===== src/hdl/tras_pkg.sv =====
// Package with register map, field positions and carrier types for the result/alert block
package tras_pkg;
    localparam logic [7:0] OFS_TEMP = 8'h00;
    localparam logic [7:0] OFS_SLEW = 8'h01;
    localparam logic [7:0] OFS_ALERT = 8'h02;
    localparam logic [15:0] RST_WORD = 16'h0000;
    localparam int BIT_CRC = 7;
    localparam int BIT_SLEW_LIVE = 6;
    localparam int BIT_SLEW_FLAG = 5;
    localparam int BIT_HI_LIVE = 4;
    localparam int BIT_LO_LIVE = 3;
    localparam int BIT_HI_FLAG = 2;
    localparam int BIT_LO_FLAG = 1;
    localparam int BIT_READY = 0;
    localparam int SLEW_LSB = 2;
    localparam int NUM_REGS = 3;

    // One finished conversion from the conversion engine
    typedef struct packed {
        logic valid;
        logic [15:0] temp;
        logic [13:0] slew;
    } tras_conv_t;

    // Thresholds from the configuration side
    typedef struct packed {
        logic [15:0] upper_threshold;
        logic [15:0] upper_hysteresis;
        logic [15:0] lower_threshold;
        logic [15:0] lower_hysteresis;
        logic [13:0] slew_limit;
    } tras_limits_t;

    // Register read request from the serial interface
    typedef struct packed {
        logic rd;
        logic burst;
        logic [7:0] addr;
    } tras_rdreq_t;
endpackage


===== src/hdl/tras_regmem.sv =====
// Small register store for the two result words, with registered read data
`timescale 1ns/100ps
module tras_regmem
(
    input wire logic mclk,
    input wire logic rst,
    input wire logic ce,
    input wire logic wr,
    input wire logic [15:0] wr_temp,
    input wire logic [15:0] wr_slew,
    input wire logic rd,
    input wire logic sel,
    output logic [15:0] rd_data
);
    logic [15:0] mem_r [2];
    logic [15:0] mem_nxt [2];
    logic [15:0] rd_data_r;
    logic [15:0] rd_data_nxt;

    // Next memory contents and read word
    always_comb
    begin
        mem_nxt[0] = mem_r[0];
        mem_nxt[1] = mem_r[1];
        rd_data_nxt = rd_data_r;
        if (wr)
        begin
            mem_nxt[0] = wr_temp;
            mem_nxt[1] = wr_slew;
        end
        if (rd)
            rd_data_nxt = mem_r[sel];
    end

    // Both words stored in one edge so they always belong together
    always_ff @(posedge mclk)
    begin
        if (rst)
        begin
            mem_r[0] <= tras_pkg::RST_WORD;
            mem_r[1] <= tras_pkg::RST_WORD;
            rd_data_r <= tras_pkg::RST_WORD;
        end
        else if (ce)
        begin
            mem_r[0] <= mem_nxt[0];
            mem_r[1] <= mem_nxt[1];
            rd_data_r <= rd_data_nxt;
        end
    end

    assign rd_data = rd_data_r;
endmodule


===== src/hdl/tras_top.sv =====
// Result and alert status registers of the temperature sensor core
`timescale 1ns/100ps
module tras_top
(
    input wire logic mclk,
    input wire logic rst,
    input wire logic ce,
    input wire tras_pkg::tras_conv_t conv,
    input wire tras_pkg::tras_limits_t limits,
    input wire logic crc_wr_done,
    input wire logic crc_wr_fail,
    input wire tras_pkg::tras_rdreq_t rdreq,
    output logic [15:0] rd_data,
    output logic rd_valid,
    output logic over_temp_live_indicator,
    output logic over_temp_sticky_flag
);
    // ************************************************************
    // Signed compare and address decode helpers
    // ************************************************************
    // Signed greater-than, used for every temperature threshold test
    function automatic logic sgt(input logic [16:0] a, input logic [16:0] b);
        sgt = $signed(a) > $signed(b);
    endfunction

    function automatic logic [16:0] sx(input logic [15:0] v);
        sx = {v[15], v};
    endfunction

    // Alert word address decode, shared by the clear and the read path
    function automatic logic is_alert(input logic [7:0] a);
        is_alert = (a == tras_pkg::OFS_ALERT);
    endfunction

    // ************************************************************
    // State
    // ************************************************************
    logic [7:0] status_r;
    logic [7:0] status_nxt;
    logic hi_arm_r;
    logic hi_arm_nxt;
    logic lo_arm_r;
    logic lo_arm_nxt;
    logic rd_valid_r;
    logic rd_valid_nxt;
    logic rd_alert_r;
    logic rd_alert_nxt;
    logic [7:0] alert_word_r;
    logic [7:0] alert_word_nxt;
    logic [15:0] mem_data;

    logic [16:0] t;
    logic [16:0] hi_lim;
    logic [16:0] hi_rel;
    logic [16:0] lo_lim;
    logic [16:0] lo_rel;
    logic above_hi;
    logic below_hi_band;
    logic below_lo;
    logic above_lo_band;
    logic slew_over;
    logic clr;

    // Extended to 17 bits so threshold plus or minus hysteresis cannot wrap
    assign t = sx(conv.temp);
    assign hi_lim = sx(limits.upper_threshold);
    assign hi_rel = 17'(sx(limits.upper_threshold) - sx(limits.upper_hysteresis));
    assign lo_lim = sx(limits.lower_threshold);
    assign lo_rel = 17'(sx(limits.lower_threshold) + sx(limits.lower_hysteresis));
    assign above_hi = sgt(t, hi_lim);
    assign below_hi_band = sgt(hi_rel, t);
    assign below_lo = sgt(lo_lim, t);
    assign above_lo_band = sgt(t, lo_rel);
    // Sign bit must be clear; negative slew never warns
    assign slew_over = !conv.slew[13] &&
        ($signed(conv.slew) > $signed(limits.slew_limit));

    // Single reads of the alert word clear the sticky bits; burst reads do not
    assign clr = rdreq.rd && !rdreq.burst && is_alert(rdreq.addr);

    // ************************************************************
    // Status next state
    // ************************************************************
    // Clears are applied first so a same-cycle event still sets its flag
    always_comb
    begin
        status_nxt = status_r;
        hi_arm_nxt = hi_arm_r;
        lo_arm_nxt = lo_arm_r;
        if (clr)
        begin
            status_nxt[tras_pkg::BIT_CRC] = 1'b0;
            status_nxt[tras_pkg::BIT_SLEW_FLAG] = 1'b0;
            status_nxt[tras_pkg::BIT_HI_FLAG] = 1'b0;
            status_nxt[tras_pkg::BIT_LO_FLAG] = 1'b0;
            status_nxt[tras_pkg::BIT_READY] = 1'b0;
        end
        if (crc_wr_done && crc_wr_fail)
            status_nxt[tras_pkg::BIT_CRC] = 1'b1;
        if (conv.valid)
        begin
            // All conversion outcomes change in one edge
            status_nxt[tras_pkg::BIT_READY] = 1'b1;
            status_nxt[tras_pkg::BIT_SLEW_LIVE] = slew_over;
            if (slew_over)
                status_nxt[tras_pkg::BIT_SLEW_FLAG] = 1'b1;
            if (above_hi)
                status_nxt[tras_pkg::BIT_HI_LIVE] = 1'b1;
            else if (below_hi_band)
                status_nxt[tras_pkg::BIT_HI_LIVE] = 1'b0;
            if (below_lo)
                status_nxt[tras_pkg::BIT_LO_LIVE] = 1'b1;
            else if (above_lo_band)
                status_nxt[tras_pkg::BIT_LO_LIVE] = 1'b0;
            // Flag fires once per excursion, re-armed by leaving the band
            if (above_hi && hi_arm_r)
            begin
                status_nxt[tras_pkg::BIT_HI_FLAG] = 1'b1;
                hi_arm_nxt = 1'b0;
            end
            else if (below_hi_band)
                hi_arm_nxt = 1'b1;
            if (below_lo && lo_arm_r)
            begin
                status_nxt[tras_pkg::BIT_LO_FLAG] = 1'b1;
                lo_arm_nxt = 1'b0;
            end
            else if (above_lo_band)
                lo_arm_nxt = 1'b1;
        end
    end

    // ************************************************************
    // Read path next state
    // ************************************************************
    // Alert byte captured before the clear lands, so the read sees the flags
    always_comb
    begin
        rd_valid_nxt = rdreq.rd;
        rd_alert_nxt = rd_alert_r;
        alert_word_nxt = alert_word_r;
        if (rdreq.rd)
        begin
            rd_alert_nxt = is_alert(rdreq.addr);
            alert_word_nxt = status_r;
        end
    end

    // Status and read path registers
    always_ff @(posedge mclk)
    begin
        if (rst)
        begin
            status_r <= 8'h00;
            hi_arm_r <= 1'b1;
            lo_arm_r <= 1'b1;
            rd_valid_r <= 1'b0;
            rd_alert_r <= 1'b0;
            alert_word_r <= 8'h00;
        end
        else if (ce)
        begin
            status_r <= status_nxt;
            hi_arm_r <= hi_arm_nxt;
            lo_arm_r <= lo_arm_nxt;
            rd_valid_r <= rd_valid_nxt;
            rd_alert_r <= rd_alert_nxt;
            alert_word_r <= alert_word_nxt;
        end
    end

    // ************************************************************
    // Result storage
    // ************************************************************
    tras_regmem u_mem
    (
        .mclk(mclk),
        .rst(rst),
        .ce(ce),
        .wr(conv.valid),
        .wr_temp(conv.temp),
        .wr_slew({conv.slew, 2'b00}),
        .rd(rdreq.rd),
        .sel(rdreq.addr == tras_pkg::OFS_SLEW),
        .rd_data(mem_data)
    );

    // Unmapped addresses fall to the result store but are forced to zero below
    logic rd_known_r;
    logic rd_known_nxt;
    always_comb
    begin
        rd_known_nxt = rd_known_r;
        if (rdreq.rd)
            rd_known_nxt = (rdreq.addr < 8'(tras_pkg::NUM_REGS));
    end

    always_ff @(posedge mclk)
    begin
        if (rst)
            rd_known_r <= 1'b0;
        else if (ce)
            rd_known_r <= rd_known_nxt;
    end

    // Mux after flops; select and data are all registered
    assign rd_data = !rd_known_r ? 16'h0000 :
                     rd_alert_r ? {8'h00, alert_word_r} : mem_data;
    assign rd_valid = rd_valid_r;
    assign over_temp_live_indicator = status_r[tras_pkg::BIT_HI_LIVE];
    assign over_temp_sticky_flag = status_r[tras_pkg::BIT_HI_FLAG];
endmodule


===== config.mk =====
export PLATFORM = sky130hd
export DESIGN_NAME = tras_top
export DESIGN_NICKNAME = d
export VERILOG_FILES = /design/src/hdl/tras_pkg.sv /design/src/hdl/tras_regmem.sv /design/src/hdl/tras_top.sv
export SDC_FILE = /design/constraint.sdc
export NUM_CORES = 1
export LEC_CHECK = 0
export ABC_AREA = 1
export BUFFER_PORTS_ARGS = -buffer_cell sky130_fd_sc_hd__clkbuf_2
export CORE_MARGIN = 2
export CORE_UTILIZATION = 45
export DETAILED_ROUTE_END_ITERATION = 8
export PLACE_DENSITY = 0.68
export SLEW_MARGIN = 15
export SYNTH_ARGS = -nofsm -noshare
export SYNTH_HDL_FRONTEND = slang
export SYNTH_HIERARCHICAL = 1
export SYNTH_SLANG_ARGS = --single-unit

===== constraint.sdc =====
create_clock -name mclk -period 3.9 [get_ports mclk]
set_clock_uncertainty 0.1 [all_clocks]
set_input_delay 0.78 -clock mclk [delete_from_list [all_inputs] [get_ports mclk]]
set_output_delay 0.78 -clock mclk [all_outputs]
set_load 0.05 [all_outputs]

==> results.yml, run 1 <==
cells_and_area:
  fin_cells: 1308
  drive_above_1_share_pct: 16.99
  post-route-util_pct: 54.14
  num-nets-final: 1357
  n_fill_cell: 1478
  area_growth_pct: 17.14
  antenna_cells: 0
route:
  avgRoutedWirePerCell_microns: 12.28
  dr.pass1.iters: 4
  via_count: 6298
  wl_met3_microns: 588
  wl_met2_mm: 7.890
  drtAntennaViolNets: 0
  drt_iter0_drc: 292
  wl_met1_mm: 7.194
  top_layer: "met4"
  drcViolationCount: 0
  routed_wl_mm: 16.06
  vias_per_cell: 4.815
clocking:
  cts_buffers: 9
  cts_sinks: 69
  post_cts_buffers: 0
  cts_tree: "yes"
  insertion_delay_ns: 0.32
  cts_root_buffer: "clkbuf_16"
  htree_levels: 3
  cts_resized: 0
  path_clk_slew_ns: 0.06
  ctsHoldBuffers: 0
  cts_buffer_depth: 2
critical_path:
  end_kind: "register"
  worstPathArrival_ns: 3.52
  startpoint_type: "input port"
  path_cells: "clkbuf_2 > inv_1 > ha_1 > fa_1 > o21ai_2 > nand3_1 > nand3_1 > inv_1 > o21ai_1 > nand2_1 > ha_1 > nand2_1 > nor2_2 > inv_2 > nor2_1 > nand3_1 > nand3_1 > nand2_1 > nand3_1 > nand2_1 > nand2_1 > nand2_1"
  worstSetupPathType: "input port to register"
  cp_common_cell: "nand2_1"
  crit_fanout: 4
  critPathMaxStageDelay_ns: 0.43
  critPathSlowestCell: "fa_1"
  crit_required_ns: 4.01
timing:
  period_share_pct: 87.42
  fmax_ghz: 0.2933
  setup_violations: 0
  finalCriticalPeriod_ns: 3.409
  hold_viol_final: 0
  rsz0062_at_grt: "no"
  fin_tns_setup_ns: 0
  slew_viol_final: 0
die:
  die_h_microns: 126.2
  core_sq_um: 14530
  ioPinCount: 143
  dieWidth_microns: 126.2
  rows: 44
  dieArea_sq_um: 15920
  start_util_pct: 46.22
power_and_ir_drop:
  power.leakage_nw: 4.429
  power_mw: 2.353
  powerDensity_nw_per_um2: 299.1
  ir_drop_uv: 226.6
global_route:
  grt_pass1_vias: 5977
  grt_pass1_wl_mm: 26.59
  grt_max_degree: 33
  gr-total-overflow: 0
  track_usage_pct: 20.47
  antenna_found_initial: 0
placed_design:
  place.gp.congestion: 0.8970
  hpwl_mm: 13.89
  port_buffers: 142
  placedCellCount: 1292
synthesis:
  netlist_instances: 974
  syn_area_per_cell_sq_um: 6.897
  synth_edf_count: 32
  synth-seq-area-share_pct: 25.33
  yosys_warnings: 6
  yosysTopAreaCell: "ha_1"
  synth_top_area_share_pct: 20.86
  ys_seq_elements: 69
  async_reset_ff_share_pct: 0
  synthesis.area_sq_um: 6718
  netlist_top_cells_area: "ha_1 (21%), edfxtp_1 (14%), nand2_1 (12%)"
  synth_top_flop_cell: "dfxtp_1"
  ys_types: 45
job:
  drv_cap: 0
status:
  status: "complete, no violations"
min_path:
  hold_path.class: "register to register"
[metrics by stage]
| stage | hold WS [ns] | setup WS (ns) | instance area (sq um) |
|---|---|---|---|
| floorplan | 0.3361 | 0.5853 | 6721 |
| finish | 0.3600 | 0.4905 | 7869 |
| detailed placement | 0.3531 | 0.1415 | 7595 |
| global placement | 0.3461 | 0.2296 | 7595 |
| CTS | 0.3619 | 0.4853 | 7869 |
| global route | 0.3945 | 0.1362 | 7869 |
[final cells by class]
class | instances | area (sq um) | share of cell area [%]
timing repair buffer | 146 | 740.7 | 9.413
multi-input combinational | 682 | 4129 | 52.47
clock inverter | 2 | 10.01 | 0.1272
tap | 184 | 230.2 | 2.926
clock buffer | 14 | 264.0 | 3.355
sequential | 69 | 1702 | 21.63
inverter | 211 | 793.3 | 10.08
[where the power goes]
group / total (mW) / leakage [nW] / internal [mW] / switching (mW)
combinational: 0.787 / 3.67 / 0.316 / 0.472
clock: 0.732 / 0.137 / 0.463 / 0.270
sequential: 0.834 / 0.619 / 0.812 / 0.0221
total: 2.35 / 4.43 / 1.59 / 0.764
[flip-flops by register name, summed over array words and instances, names as in the netlist]
signal,cells
status_r,8
rd_alert_r,1
rd_valid,1
alert_word_r,8
u_mem/rd_data,16
rd_known_r,1
hi_arm_r,1
u_mem/mem_r,32
lo_arm_r,1
[worst paths after layout]
path | cells past startpoint | to | slack (ns) | start
worst min-delay path | 2 | rd_valid | 0.36 | rd_valid
worst max-delay path | 22 | hi_arm_r | 0.49 | limits[62]
worst min register to register | 2 | rd_valid | 0.36 | rd_valid
worst max register to register | 4 | rd_known_r | 3.00 | rd_known_r
[Yosys cell counts (4+ instances only)]
master,number
nor3_1,6
xor2_1,19
buf_6,5
o21bai_1,5
edfxtp_1,32
inv_1,199
nand3_1,46
nor2_2,4
clkinv_1,4
nor2_1,112
ha_1,112
o21ai_1,8
o21ai_2,5
inv_2,7
xnor2_1,8
a21oi_1,79
nand4_1,11
o21ai_0,21
nand2_1,214
dfxtp_1,37
a21oi_2,4
[metal layers]
metal | GRT usage [%] | up-vias
met5 | 0 | -
met4 | 6.012 | 0
met3 | 2.549 | 24
met2 | 37.63 | 139
met1 | 24.92 | 2757
li1 | - | 3378
[layout by cell type (no fill, tap or decap), types with 4 or more instances in the layout]
cell / netlist / routed
xor2_1: 19 / 19
edfxtp_1: 32 / 32
ha_1: 112 / 112
nor2_2: 4 / 4
nand2_1: 214 / 214
o21ai_1: 8 / 8
nand3_1: 46 / 46
clkbuf_2: 0 / 142
clkinv_1: 4 / 4
o21ai_2: 5 / 5
clkbuf_16: 0 / 9
a21oi_2: 4 / 4
o21bai_1: 5 / 5
buf_4: 2 / 4
nor2_1: 112 / 112
nor3_1: 6 / 6
a21oi_1: 79 / 79
o21ai_0: 21 / 21
dfxtp_1: 37 / 37
inv_2: 7 / 7
inv_1: 199 / 199
xnor2_1: 8 / 8
nand4_1: 11 / 11
[critical path, delay by kind of cell]
kind	cells	cell delay [ns]
buffers and inverters	4	0.26
adders and majority gates	3	0.97
and+or+nand+nor	13	1.15
AOI/OAI and AO/OA	2	0.38
[logic make-up after synthesis]
| family | Yosys count | share of synthesized area (%) |
|---|---|---|
| other | 1 | 0.05582 |
| xor gates and xnor gates | 27 | 3.520 |
| AOI/OAI and AO/OA | 137 | 11.83 |
| buffers and inverters | 224 | 13.26 |
| DFF | 69 | 25.33 |
| adders and majority gates | 114 | 21.46 |
| and+or+nand+nor | 402 | 24.55 |
No activity file was read; power rests on OpenSTA's default activity.
==> inputs of run 2 (changes only) <==
--- a/config.mk
+++ b/config.mk
@@ -8,9 +8,8 @@
 export ABC_AREA = 1
 export BUFFER_PORTS_ARGS = -buffer_cell sky130_fd_sc_hd__clkbuf_2
 export CORE_MARGIN = 2
-export CORE_UTILIZATION = 45
+export CORE_UTILIZATION = 40
 export DETAILED_ROUTE_END_ITERATION = 8
-export PLACE_DENSITY = 0.68
 export SLEW_MARGIN = 15
 export SYNTH_ARGS = -nofsm -noshare
 export SYNTH_HDL_FRONTEND = slang
==> run 2 against run 1 <==
- clock power grew 7.1%
- final cell count grew 2.8%
- total power grew 2.6%
- sequential power is essentially flat
- setup slack gained 0.013 ns
- critical endpoint is now lo_arm_r
- highest routed layer unchanged
==> results.yml, run 2 (synthesized netlist as in run 1, its figures left out) <==
status:
  status: "complete, no violations"
critical_path:
  path_buf_inv: 5
  end_kind: "register"
  worstSetupPathType: "input port to register"
  critPathSlowestCell: "fa_1"
  reg2reg_slack_ns: 2.95
  cp_common_cell: "nand2_1"
  startpoint_type: "input port"
  critPathMaxStageDelay_ns: 0.40
  crit_fanout: 3
  crit_family: "simple AND/OR/NAND/NOR gates"
  crit_required_ns: 4.01
  worstPathArrival_ns: 3.51
global_route:
  antenna_found_initial: 0
  track_usage_pct: 19.49
  grt_max_degree: 33
  grt_pass1_wl_mm: 27.66
  gr-total-overflow: 0
  grt_pass1_vias: 6016
cells_and_area:
  mostFrequentLayoutCells: "nand2_1 (214), inv_1 (199), clkbuf_2 (142), nor2_1 (112), ha_1 (112)"
  num-nets-final: 1357
  n_fill_cell: 1781
  regArea_sq_um: 1702
  area_growth_pct: 18.09
  antenna_cells: 0
  layout_commonest_cell: "nand2_1"
  multiInputGateArea_sq_um: 4129
  drive_above_1_share_pct: 16.90
  top_register: "u_mem/mem_r"
  largest_reg_flops: 32
power_and_ir_drop:
  combPwrFrac_pct: 32.9
  power.leakage_nw: 4.435
  switching_share_pct: 32.37
  seqPwrFrac_pct: 34.6
  powerDensity_nw_per_um2: 304.3
  pwr-share-clk_pct: 32.5
  ir_drop_uv: 132.6
  power.switching_uw: 781.4
  p_int_mw: 1.632
clocking:
  insertion_delay_ns: 0.33
  cts_buffers: 9
  htree_levels: 3
  cts_root_buffer: "clkbuf_16"
  path_clk_slew_ns: 0.06
  cts_buffer_depth: 2
  cts_sinks: 69
  cts_tree: "yes"
  cts_resized: 0
  post_cts_buffers: 0
  ctsHoldBuffers: 0
die:
  dieArea_sq_um: 17850
  core_sq_um: 16520
  rows: 47
  ioPinCount: 143
  start_util_pct: 40.65
  die_h_microns: 133.6
  dieWidth_microns: 133.6
route:
  avgRoutedWirePerCell_microns: 12.65
  dr.pass1.iters: 5
  drcViolationCount: 0
  drtAntennaViolNets: 0
  routed_wl_mm: 17.00
  drt_iter0_drc: 239
  vias_per_cell: 4.689
  via_count: 6302
placed_design:
  pre_cts_slack_ns: 0.1723
  place.gp.congestion: 0.8727
  hpwl_mm: 14.58
  port_buffers: 142
timing:
  period_share_pct: 87.09
  fin_tns_setup_ns: 0
  slew_viol_final: 0
  rsz0062_at_grt: "no"
  finalCriticalPeriod_ns: 3.397
  fmax_ghz: 0.2944
  layout_setup_ws_ns: 0.5033
  hold_viol_final: 0
  setup_violations: 0
job:
  drv_cap: 0
min_path:
  hold_path.class: "register to register"
[run 2: metrics by stage]
step                util, %  power (mW)  std cells  area [sq um]  hold WS [ns]
finish                48.00       2.414       1344          7933        0.3587
detailed placement    46.23       1.650       1328          7640        0.3520
global route          48.00       2.592       1344          7933        0.3734
global placement      46.23       1.637       1328          7640        0.3473
floorplan                 -       1.409        975          6721        0.3361
CTS                   48.00       2.440       1344          7933        0.3597
[run 2: area by class of cell]
class	instances	area share, %
Clock buffer	16	3.691
Tap cell	220	3.470
Inverter	211	10.00
Sequential cell	69	21.45
Multi-Input combinational cell	682	52.05
Timing Repair Buffer	146	9.338
[run 2: final timing paths]
path                    start          end  depth (start not counted)
hold reg to reg   status_r[7]  status_r[7]                          2
setup / recovery   limits[30]     lo_arm_r                         25
setup reg to reg   rd_known_r   rd_known_r                          4
hold / removal    status_r[7]  status_r[7]                          2
[run 2: power groups by stage]
stage                     clock [mW]  sequential (mW)  combinational, mW
after global routing           0.827            0.839              0.925
final                          0.784            0.835              0.795
after CTS                      0.801            0.836              0.804
after detailed placement           0            0.850              0.799
after global placement             0            0.849              0.788
after floorplan                    0            0.848              0.561
[run 2: metal layers]
| layer | track usage [%] | part of all wire (%) | up-vias |
|---|---|---|---|
| met5 | 0 | 0 | - |
| met4 | 5.496 | 1.9 | 0 |
| met3 | 2.169 | 3.2 | 18 |
| met2 | 35.54 | 49 | 124 |
| met1 | 24.24 | 46 | 2779 |
| li1 | - | - | 3381 |
[run 2: worst reg2reg max path: stages, from the launching register on]
cell and delay [ns]:
dfxtp_1 0.45, inv_1 0.09, nor2_1 0.11, nor2_1 0.05, nor2_1 0.08
